==> config.mk <==
export PLATFORM = sky130hd
export DESIGN_NAME = ecsw_top
export DESIGN_NICKNAME = d
export VERILOG_FILES = /design/src/hdl/ecsw_pkg.sv /design/src/hdl/ecsw_top.sv
export SDC_FILE = /design/constraint.sdc
export NUM_CORES = 1
export LEC_CHECK = 0
export BUFFER_PORTS_ARGS = -buffer_cell sky130_fd_sc_hd__buf_4
export CAP_MARGIN = 5
export CORE_MARGIN = 4
export CORE_UTILIZATION = 27
export DETAILED_ROUTE_END_ITERATION = 10
export GPL_ROUTABILITY_DRIVEN = 0
export PLACE_DENSITY = 0.54
export SETUP_SLACK_MARGIN = 0.05
export SYNTH_ARGS = -nofsm -noshare
export SYNTH_HDL_FRONTEND = slang
export SYNTH_SLANG_ARGS = --single-unit
==> constraint.sdc <==
create_clock -name clk -period 4.6 [get_ports clk]
set_clock_uncertainty 0.05 [all_clocks]
set_input_delay 0.92 -clock clk [delete_from_list [all_inputs] [get_ports clk]]
set_output_delay 0.92 -clock clk [all_outputs]
set_load 0.05 [all_outputs]
==> src/hdl/ecsw_pkg.sv <==
// Constants for the encoder control and status word block.
// Assumes one 125 MHz clock; words are 16 bits, as carried in the cyclic telegram.
package ecsw_pkg;

  localparam int ECSW_NUM_ENC = 2;
  localparam int ECSW_WORD_W = 16;
  localparam int ECSW_POS_W = 32;
  localparam int ECSW_NUM_FUNC = 4;

  // Control word fields
  localparam int ECSW_CW_FUNC_LSB = 0;
  localparam int ECSW_CW_ACTIVATE = 4;
  localparam int ECSW_CW_READ = 5;
  localparam int ECSW_CW_MODE = 7;
  localparam int ECSW_CW_ABS = 13;
  localparam int ECSW_CW_PARK = 14;
  localparam int ECSW_CW_ACK = 15;
  localparam logic [15:0] ECSW_CW_RESERVED_MASK = 16'h1F40;
  localparam logic [15:0] ECSW_CW_RESET = 16'h0000;

  // Status word fields
  localparam int ECSW_SW_ACTIVE_LSB = 0;
  localparam int ECSW_SW_DONE_LSB = 4;
  localparam int ECSW_SW_CAM1 = 8;
  localparam int ECSW_SW_CAM2 = 9;
  localparam int ECSW_SW_ACKED = 11;
  localparam int ECSW_SW_ABS = 13;
  localparam int ECSW_SW_PARKED = 14;
  localparam int ECSW_SW_FAULT = 15;
  localparam logic [15:0] ECSW_SW_RESET = 16'h0000;
  localparam logic [31:0] ECSW_POS_RESET = 32'h0000_0000;

  // Fault codes carried in position word b while the fault bit is set
  localparam logic [15:0] ECSW_FC_ENCODER = 16'h0001;
  localparam logic [15:0] ECSW_FC_SEARCH_CANCEL = 16'h0004;
  localparam logic [15:0] ECSW_FC_FLY_CANCEL = 16'h0006;
  localparam logic [15:0] ECSW_FC_MEAS_CANCEL = 16'h0007;
  localparam logic [15:0] ECSW_FC_ABS_CANCEL = 16'h0008;

  typedef enum logic [3:0] {
    ECSW_ST_IDLE = 4'b0001,
    ECSW_ST_SEARCH = 4'b0010,
    ECSW_ST_FLY = 4'b0100,
    ECSW_ST_DONE = 4'b1000
  } ecsw_ref_state_t;

  function automatic logic ecsw_onehot4(input logic [3:0] f);
    ecsw_onehot4 = (f == 4'h1) || (f == 4'h2) || (f == 4'h4) || (f == 4'h8);
  endfunction : ecsw_onehot4

  function automatic logic [1:0] ecsw_func_idx(input logic [3:0] f);
    ecsw_func_idx = f[3] ? 2'd3 : f[2] ? 2'd2 : f[1] ? 2'd1 : 2'd0;
  endfunction : ecsw_func_idx

endpackage : ecsw_pkg

==> src/hdl/ecsw_top.sv <==
// Encoder control and status word handling for two encoders.
// Assumes control words arrive with a one-cycle telegram_valid strobe, all inputs synchronous to clk.
`timescale 1ns/1ps
module ecsw_top #(
  parameter int POS_W = ecsw_pkg::ECSW_POS_W
) (
  input logic clk,
  input logic rst_n,
  input logic direct_access_en,
  input logic telegram_valid,
  input logic [ecsw_pkg::ECSW_WORD_W-1:0] encoder1_control_word,
  input logic [ecsw_pkg::ECSW_WORD_W-1:0] encoder2_control_word,
  input logic enc1_cam1_level,
  input logic enc1_cam2_level,
  input logic enc2_cam1_level,
  input logic enc2_cam2_level,
  input logic enc1_step,
  input logic enc1_dir,
  input logic enc2_step,
  input logic enc2_dir,
  input logic enc1_fault,
  input logic enc2_fault,
  input logic enc1_abs_valid,
  input logic enc2_abs_valid,
  input logic [POS_W-1:0] enc1_abs_value,
  input logic [POS_W-1:0] enc2_abs_value,
  output logic [ecsw_pkg::ECSW_WORD_W-1:0] encoder1_status_word,
  output logic [ecsw_pkg::ECSW_WORD_W-1:0] encoder2_status_word,
  output logic [POS_W-1:0] encoder1_position_word_a,
  output logic [POS_W-1:0] encoder2_position_word_a,
  output logic [POS_W-1:0] encoder1_position_word_b,
  output logic [POS_W-1:0] encoder2_position_word_b,
  output logic enc1_power_en,
  output logic enc2_power_en
);
  import ecsw_pkg::*;

  logic [ECSW_WORD_W-1:0] cw_in [ECSW_NUM_ENC];
  logic [1:0] cam_in [ECSW_NUM_ENC];
  logic step_in [ECSW_NUM_ENC];
  logic dir_in [ECSW_NUM_ENC];
  logic fault_in [ECSW_NUM_ENC];
  logic abs_vld_in [ECSW_NUM_ENC];
  logic [POS_W-1:0] abs_in [ECSW_NUM_ENC];
  logic [ECSW_WORD_W-1:0] sw_q [ECSW_NUM_ENC];
  logic [POS_W-1:0] wa_q [ECSW_NUM_ENC];
  logic [POS_W-1:0] wb_q [ECSW_NUM_ENC];
  logic pwr_q [ECSW_NUM_ENC];

  assign cw_in[0] = encoder1_control_word;
  assign cw_in[1] = encoder2_control_word;
  assign cam_in[0] = {enc1_cam2_level, enc1_cam1_level};
  assign cam_in[1] = {enc2_cam2_level, enc2_cam1_level};
  assign step_in[0] = enc1_step;
  assign step_in[1] = enc2_step;
  assign dir_in[0] = enc1_dir;
  assign dir_in[1] = enc2_dir;
  assign fault_in[0] = enc1_fault;
  assign fault_in[1] = enc2_fault;
  assign abs_vld_in[0] = enc1_abs_valid;
  assign abs_vld_in[1] = enc2_abs_valid;
  assign abs_in[0] = enc1_abs_value;
  assign abs_in[1] = enc2_abs_value;

  assign encoder1_status_word = sw_q[0];
  assign encoder2_status_word = sw_q[1];
  assign encoder1_position_word_a = wa_q[0];
  assign encoder2_position_word_a = wa_q[1];
  assign encoder1_position_word_b = wb_q[0];
  assign encoder2_position_word_b = wb_q[1];
  assign enc1_power_en = pwr_q[0];
  assign enc2_power_en = pwr_q[1];

  genvar g;
  generate
    for (g = 0; g < ECSW_NUM_ENC; g++) begin : g_enc
      logic [15:0] ctl;
      logic [15:0] next_ctl;
      ecsw_ref_state_t st;
      ecsw_ref_state_t next_st;
      logic [3:0] func;
      logic [3:0] next_func;
      logic run_fly;
      logic next_run_fly;
      logic [POS_W-1:0] pos;
      logic [POS_W-1:0] next_pos;
      logic [POS_W-1:0] refval [ECSW_NUM_FUNC];
      logic [POS_W-1:0] next_refval [ECSW_NUM_FUNC];
      logic [3:0] refvld;
      logic [3:0] next_refvld;
      logic [1:0] cam_prev;
      logic fault;
      logic next_fault;
      logic [15:0] fcode;
      logic [15:0] next_fcode;
      logic acked;
      logic next_acked;
      logic [15:0] next_sw;
      logic [POS_W-1:0] next_wa;
      logic [POS_W-1:0] next_wb;
      logic next_pwr;

      always_comb begin
        logic tlg;
        logic [15:0] cw;
        logic act_rise;
        logic read_rise;
        logic ack_rise;
        logic abs_rise;
        logic parked;
        logic onehot;
        logic [1:0] idx;
        logic [1:0] cam_rise;
        logic [1:0] cam_fall;
        logic hit;
        logic ev;
        logic [15:0] ev_code;
        logic ext_fault;
        logic abs_ok;
        logic [3:0] done_bits;
        tlg = telegram_valid & direct_access_en;
        cw = tlg ? (cw_in[g] & ~ECSW_CW_RESERVED_MASK) : ctl;
        act_rise = tlg & cw[ECSW_CW_ACTIVATE] & ~ctl[ECSW_CW_ACTIVATE];
        read_rise = tlg & cw[ECSW_CW_READ] & ~ctl[ECSW_CW_READ];
        ack_rise = tlg & cw[ECSW_CW_ACK] & ~ctl[ECSW_CW_ACK];
        abs_rise = tlg & cw[ECSW_CW_ABS] & ~ctl[ECSW_CW_ABS];
        parked = cw[ECSW_CW_PARK];
        onehot = ecsw_onehot4(cw[3:0]);
        idx = ecsw_func_idx(func);
        hit = 1'b0;
        cam_rise = cam_in[g] & ~cam_prev;
        cam_fall = ~cam_in[g] & cam_prev;
        ev = 1'b0;
        ev_code = ECSW_FC_ENCODER;
        // A parked encoder is switched off, so its own fault line means nothing
        ext_fault = fault_in[g] & ~parked;

        next_ctl = direct_access_en ? cw : ECSW_CW_RESET;
        next_st = st;
        next_func = func;
        next_run_fly = run_fly;
        next_refvld = refvld;
        for (int i = 0; i < ECSW_NUM_FUNC; i++) begin
          next_refval[i] = refval[i];
        end
        next_pos = pos;
        if (step_in[g]) begin
          next_pos = dir_in[g] ? pos + POS_W'(1) : pos - POS_W'(1);
        end

        case (st)
          ECSW_ST_IDLE: begin
            if (act_rise && !fault && !parked) begin
              if (!onehot) begin
                ev = 1'b1;
                ev_code = cw[ECSW_CW_MODE] ? ECSW_FC_FLY_CANCEL : ECSW_FC_SEARCH_CANCEL;
              end else begin
                next_func = cw[3:0];
                next_run_fly = cw[ECSW_CW_MODE];
                next_st = cw[ECSW_CW_MODE] ? ECSW_ST_FLY : ECSW_ST_SEARCH;
              end
            end
          end
          ECSW_ST_SEARCH: begin
            hit = (func[2] | func[3]) ? cam_in[g][1] : cam_in[g][0];
            if (!cw[ECSW_CW_ACTIVATE]) begin
              next_st = ECSW_ST_IDLE;
            end else if (cw[ECSW_CW_MODE] || read_rise) begin
              ev = 1'b1;
              ev_code = ECSW_FC_SEARCH_CANCEL;
              next_st = ECSW_ST_IDLE;
            end else if (hit) begin
              next_refval[idx] = pos;
              next_refvld[idx] = 1'b1;
              next_st = ECSW_ST_DONE;
            end
          end
          ECSW_ST_FLY: begin
            case (idx)
              2'd0: hit = cam_rise[0];
              2'd1: hit = cam_fall[0];
              2'd2: hit = cam_rise[1];
              default: hit = cam_fall[1];
            endcase
            if (!cw[ECSW_CW_ACTIVATE]) begin
              next_st = ECSW_ST_IDLE;
            end else if (!cw[ECSW_CW_MODE] || read_rise) begin
              ev = 1'b1;
              ev_code = ECSW_FC_FLY_CANCEL;
              next_st = ECSW_ST_IDLE;
            end else if (hit) begin
              next_refval[idx] = pos;
              next_refvld[idx] = 1'b1;
              next_st = ECSW_ST_DONE;
            end
          end
          ECSW_ST_DONE: begin
            if (!cw[ECSW_CW_ACTIVATE] || (cw[ECSW_CW_MODE] != run_fly)) begin
              next_st = ECSW_ST_IDLE;
            end
          end
          default: begin
            next_st = ECSW_ST_IDLE;
          end
        endcase

        // Reads outside referencing: one value, encoder powered, value captured
        if (read_rise && (st == ECSW_ST_IDLE || st == ECSW_ST_DONE)) begin
          if (!onehot || parked || !refvld[ecsw_func_idx(cw[3:0])]) begin
            ev = 1'b1;
            ev_code = ECSW_FC_MEAS_CANCEL;
          end
        end
        if (abs_rise && !abs_vld_in[g]) begin
          ev = 1'b1;
          ev_code = ECSW_FC_ABS_CANCEL;
        end
        if (fault || parked || !direct_access_en) begin
          next_st = ECSW_ST_IDLE;
        end

        next_fault = fault;
        next_fcode = fcode;
        next_acked = acked & cw[ECSW_CW_ACK];
        if (ack_rise && fault && !ext_fault) begin
          next_fault = 1'b0;
          next_acked = 1'b1;
        end
        // New fault in the acknowledge cycle keeps the fault set
        if (ev || ext_fault) begin
          next_fault = 1'b1;
          next_fcode = ev ? ev_code : ECSW_FC_ENCODER;
          next_acked = 1'b0;
        end
        if (!direct_access_en) begin
          next_acked = 1'b0;
        end

        abs_ok = cw[ECSW_CW_ABS] & abs_vld_in[g] & ~next_fault & ~parked;
        next_pwr = ~parked;

        if (next_run_fly) begin
          done_bits = (next_st == ECSW_ST_DONE) ? next_func : 4'h0;
        end else begin
          done_bits = (next_st == ECSW_ST_DONE) ?
            (next_func & {cam_in[g][1], cam_in[g][1], cam_in[g][0], cam_in[g][0]}) : 4'h0;
        end
        next_sw = ECSW_SW_RESET;
        if (next_st == ECSW_ST_SEARCH || next_st == ECSW_ST_FLY) begin
          next_sw[ECSW_SW_ACTIVE_LSB +: 4] = next_func;
        end
        next_sw[ECSW_SW_DONE_LSB +: 4] = done_bits;
        next_sw[ECSW_SW_CAM1] = cam_in[g][0];
        next_sw[ECSW_SW_CAM2] = cam_in[g][1];
        next_sw[ECSW_SW_ACKED] = next_acked;
        next_sw[ECSW_SW_ABS] = abs_ok;
        next_sw[ECSW_SW_PARKED] = parked;
        next_sw[ECSW_SW_FAULT] = next_fault;

        if (next_fault) begin
          next_wb = POS_W'(next_fcode);
        end else if (abs_ok) begin
          next_wb = abs_in[g];
        end else if (cw[ECSW_CW_READ] && onehot && !parked && next_refvld[ecsw_func_idx(cw[3:0])]) begin
          next_wb = next_refval[ecsw_func_idx(cw[3:0])];
        end else begin
          next_wb = ECSW_POS_RESET[POS_W-1:0];
        end
        next_wa = next_pos;

        // No direct access: both words and status hold zero
        if (!direct_access_en) begin
          next_sw = ECSW_SW_RESET;
          next_wb = ECSW_POS_RESET[POS_W-1:0];
          next_wa = ECSW_POS_RESET[POS_W-1:0];
        end
      end

      always_ff @(posedge clk or negedge rst_n) begin
        if (!rst_n) begin
          ctl <= ECSW_CW_RESET;
          st <= ECSW_ST_IDLE;
          func <= 4'h0;
          run_fly <= 1'b0;
          pos <= ECSW_POS_RESET[POS_W-1:0];
          for (int i = 0; i < ECSW_NUM_FUNC; i++) begin
            refval[i] <= ECSW_POS_RESET[POS_W-1:0];
          end
          refvld <= 4'h0;
          cam_prev <= 2'b00;
          fault <= 1'b0;
          fcode <= 16'h0000;
          acked <= 1'b0;
          sw_q[g] <= ECSW_SW_RESET;
          wa_q[g] <= ECSW_POS_RESET[POS_W-1:0];
          wb_q[g] <= ECSW_POS_RESET[POS_W-1:0];
          pwr_q[g] <= 1'b1;
        end else begin
          ctl <= next_ctl;
          st <= next_st;
          func <= next_func;
          run_fly <= next_run_fly;
          pos <= next_pos;
          for (int i = 0; i < ECSW_NUM_FUNC; i++) begin
            refval[i] <= next_refval[i];
          end
          refvld <= next_refvld;
          cam_prev <= cam_in[g];
          fault <= next_fault;
          fcode <= next_fcode;
          acked <= next_acked;
          sw_q[g] <= next_sw;
          wa_q[g] <= next_wa;
          wb_q[g] <= next_wb;
          pwr_q[g] <= next_pwr;
        end
      end
    end
  endgenerate

endmodule : ecsw_top
==> results.sh <==
export IMPL_core_area_um2=100000
export IMPL_synth_area_leader_cell="dfrtp_1"
export IMPL_holdBufCountCts=0
export IMPL_timing_rr_start="g_enc[1].func[3]"
export IMPL_seq_area_frac_synth_pct=51.1
export IMPL_grtUsageTotal_pct=16.4
export IMPL_wire_per_inst_um=21.2
export IMPL_critPathArrivalTime_ns=4.30
export IMPL_crit_required_ns=5.01
export IMPL_antenna_found_initial=7
export IMPL_crit_path_frequent_cell="nor2_1"
export IMPL_final_cell_area_um2=33800
export IMPL_cts_max_path_buffers=3
export IMPL_port_buffers=257
export IMPL_synthFlopType="dfrtp_1"
export IMPL_yosys_top_cells_count="dfrtp_1 (556), mux2_2 (274), nor2_1 (166), nand2_1 (161), a21oi_1 (139)"
export IMPL_die_area_um2=107000
export IMPL_die_x_um=327
export IMPL_crit_slowest_cell="a2111oi_4"
export IMPL_worstRegToRegCells=10
export IMPL_clock_sinks=560
export IMPL_synth_most_common_cell="dfrtp_1"
export IMPL_hold_slack_ns=0.277
export IMPL_critPathCaptureType="flop"
export IMPL_clk_latency_ns=0.63
export IMPL_cts_resized=0
export IMPL_final_min_clock_period_ns=3.89
export IMPL_path_depth=10
export IMPL_drc=0
export IMPL_critPathKind="reg -> reg"
export IMPL_hold_violations=0
export IMPL_die_h_um=327
export IMPL_area_growth_pct=23.1
export IMPL_row_count=116
export IMPL_worstMarginPinSlew_ns=1.13
export IMPL_netlist_instances=2474
export IMPL_critPathTopFamily="simple AND/OR/NAND/NOR gates"
export IMPL_slew_limit_headroom_pct=24.6
export IMPL_path_max_fanout=8
export IMPL_synth_top_area_share_pct=50.7
export IMPL_firstDrtPassIters=5
export IMPL_ir_drop_mv=0.330
export IMPL_crit_start="g_enc[1].func[3]"
export IMPL_yosys_top_cells_area="dfrtp_1 (51%), mux2_2 (11%), ha_1 (2.7%)"
export IMPL_worstSetupStartpointType="flop"
export IMPL_yosys_warnings=0
export IMPL_post_dp_hpwl_mm=63.1
export IMPL_numCtsBuffers=68
export IMPL_grt_pass1_wl_mm=135
export IMPL_h_tree_depth=3
export IMPL_start_util_pct=27.3
export IMPL_ios=274
export IMPL_grt_max_degree=102
export IMPL_syn_area_um2=27400
export IMPL_r2r_slack_ns=0.71
export IMPL_fin_util_pct=33.6
export IMPL_path_buf_inv=1
export IMPL_finalCritPeriodShare_pct=84.5
export IMPL_final_setup_tns_ns=0
export IMPL_ys_ff_latch=560
export IMPL_fmax_mhz=257
export IMPL_clockRootBuffer="clkbuf_16"
export IMPL_drv_slew=0
export IMPL_maxCapViolCount=0
export IMPL_cts_reportedPaths_clkPinSlew_ns=0.06
export IMPL_fin_nets=2954
export IMPL_rsz0062_at_grt="false"
export IMPL_synth_edff_count=0
export IMPL_leakagePower_nw=16.3
export IMPL_fillers=10300
export IMPL_wl_mm=88.9
export IMPL_synth_area_per_cell_um2=11.1
export IMPL_grt_pass1_vias=21000
export IMPL_endpoint="encoder2_position_word_b[18]"
export IMPL_dpl_instance_area_um2=31400
export IMPL_ant_nets=0
export IMPL_status="finished, final reports clean"
export IMPL_cts_setup_buffers=0
export IMPL_viasPerCell=4.93
export IMPL_setup_viol=0
export IMPL_cpPeakStageDelay_ns=0.57
export IMPL_async_flop_share_pct=100
export IMPL_stdcell_count=4190
export IMPL_synth_cell_types=111
export IMPL_rr_endpoint="encoder2_position_word_b[18]"
export IMPL_drive_gt1_share_pct=29.6
export IMPL_grt_remaining_overflow=0
export IMPL_cts_tree="built"
export IMPL_dpl_cell_count=4067
export IMPL_drt_initial_drc_count=1218
export IMPL_hold_path_class="in -> async"
export IMPL_crit_chain="nor3b_4, a311oi_1, buf_4, a2111oi_4, nor2_1, o2111a_1, a211oi_4, nor2_1, or3_1, nor3_1"
export IMPL_via_count=20600
export IMPL_power_per_cell_area_nw_per_um2=515
==> metal layers <==
metal	share of wire, %	wire length, um	vias to the layer above	track usage, %
met5	0.028	25	-	0
met4	2.7	2380	4	4.82
met3	5.4	4820	121	3.45
met2	49	43700	503	28.0
met1	43	38000	10300	21.0
li1	-	-	9671	-
==> flip-flops by register name (all words and copies together) (netlist names), 13 cells and up <==
signal,flops
g_enc.refval,256
g_enc.pos,64
encoder1_position_word_a,32
encoder1_position_word_b,32
encoder2_position_word_a,32
encoder2_position_word_b,32
g_enc.fcode,32
g_enc.ctl,20
encoder1_status_word,13
encoder2_status_word,13
==> power by group <==
group / internal, mW / switching, mW
sequential: 5.49 / 0.861
combinational: 2.09 / 3.32
clock: 3.36 / 2.28
total: 10.9 / 6.46
==> placed cells by master, fill, tap and decap left out, drive strengths merged, types with 42 or more instances in the layout <==
cell	count
nor3	45
ha	60
nand2	163
clkbuf	99
a21o	42
a21oi	141
mux2	275
nor2	169
o21ai	90
inv	61
buf	377
dfrtp	556
and2	73
and3	77
==> logic make-up (layout without fill, tap and decap cells) <==
| kind of cell | Yosys count | in the layout | synth area share (%) |
|---|---|---|---|
| xor+xnor | 46 | 46 | 1.47 |
| buf+inv | 201 | 556 | 3.25 |
| fa+ha+maj | 62 | 62 | 2.88 |
| flops | 560 | 560 | 51.1 |
| other cells | 1 | 5 | 0.0137 |
| simple gates | 681 | 681 | 12.9 |
| mux | 304 | 304 | 12.4 |
| compound gates | 619 | 619 | 16.0 |
==> worst register-to-register path, cell delays in order (launching register included) <==
cell and delay (ns):
dfrtp_1 0.52, nor3b_4 0.43, a311oi_1 0.16, buf_4 0.17, a2111oi_4 0.57, nor2_1 0.21
o2111a_1 0.33, a211oi_4 0.25, nor2_1 0.10, or3_1 0.44, nor3_1 0.51
==> worst min path at each step <==
stage,depth (start not counted),endpoint,start
detailed placement,1,g_enc[1].refvld[1],g_enc[1].refvld[1]
global route,1,g_enc[1].pos[6],rst_n
CTS,1,g_enc[1].refval[117],rst_n
finish,1,g_enc[1].pos[6],rst_n
floorplan,1,g_enc[1].refvld[1],g_enc[1].refvld[1]
global placement,1,g_enc[1].refvld[1],g_enc[1].refvld[1]
==> cell type report <==
cell class	count	area (um^2)	area share, %
Multi-Input combinational cell	1716	12600	37.3
Sequential cell	560	14000	41.5
Inverter	57	214	0.633
Tap cell	1357	1700	5.03
Antenna cell	1	2.50	0.00741
Clock inverter	23	325	0.963
Clock buffer	99	2020	5.98
Timing Repair Buffer	377	2910	8.62
==> through the flow <==
step | setup slack, ns | power, mW
6_report | 0.713 | 17.4
4_1_cts | 0.779 | 17.7
3_3_place_gp | 0.238 | 11.9
3_5_place_dp | 0.207 | 11.9
2_1_floorplan | 0.460 | 9.78
5_1_grt | 0.581 | 18.4
(Power assumes the default switching activity.)
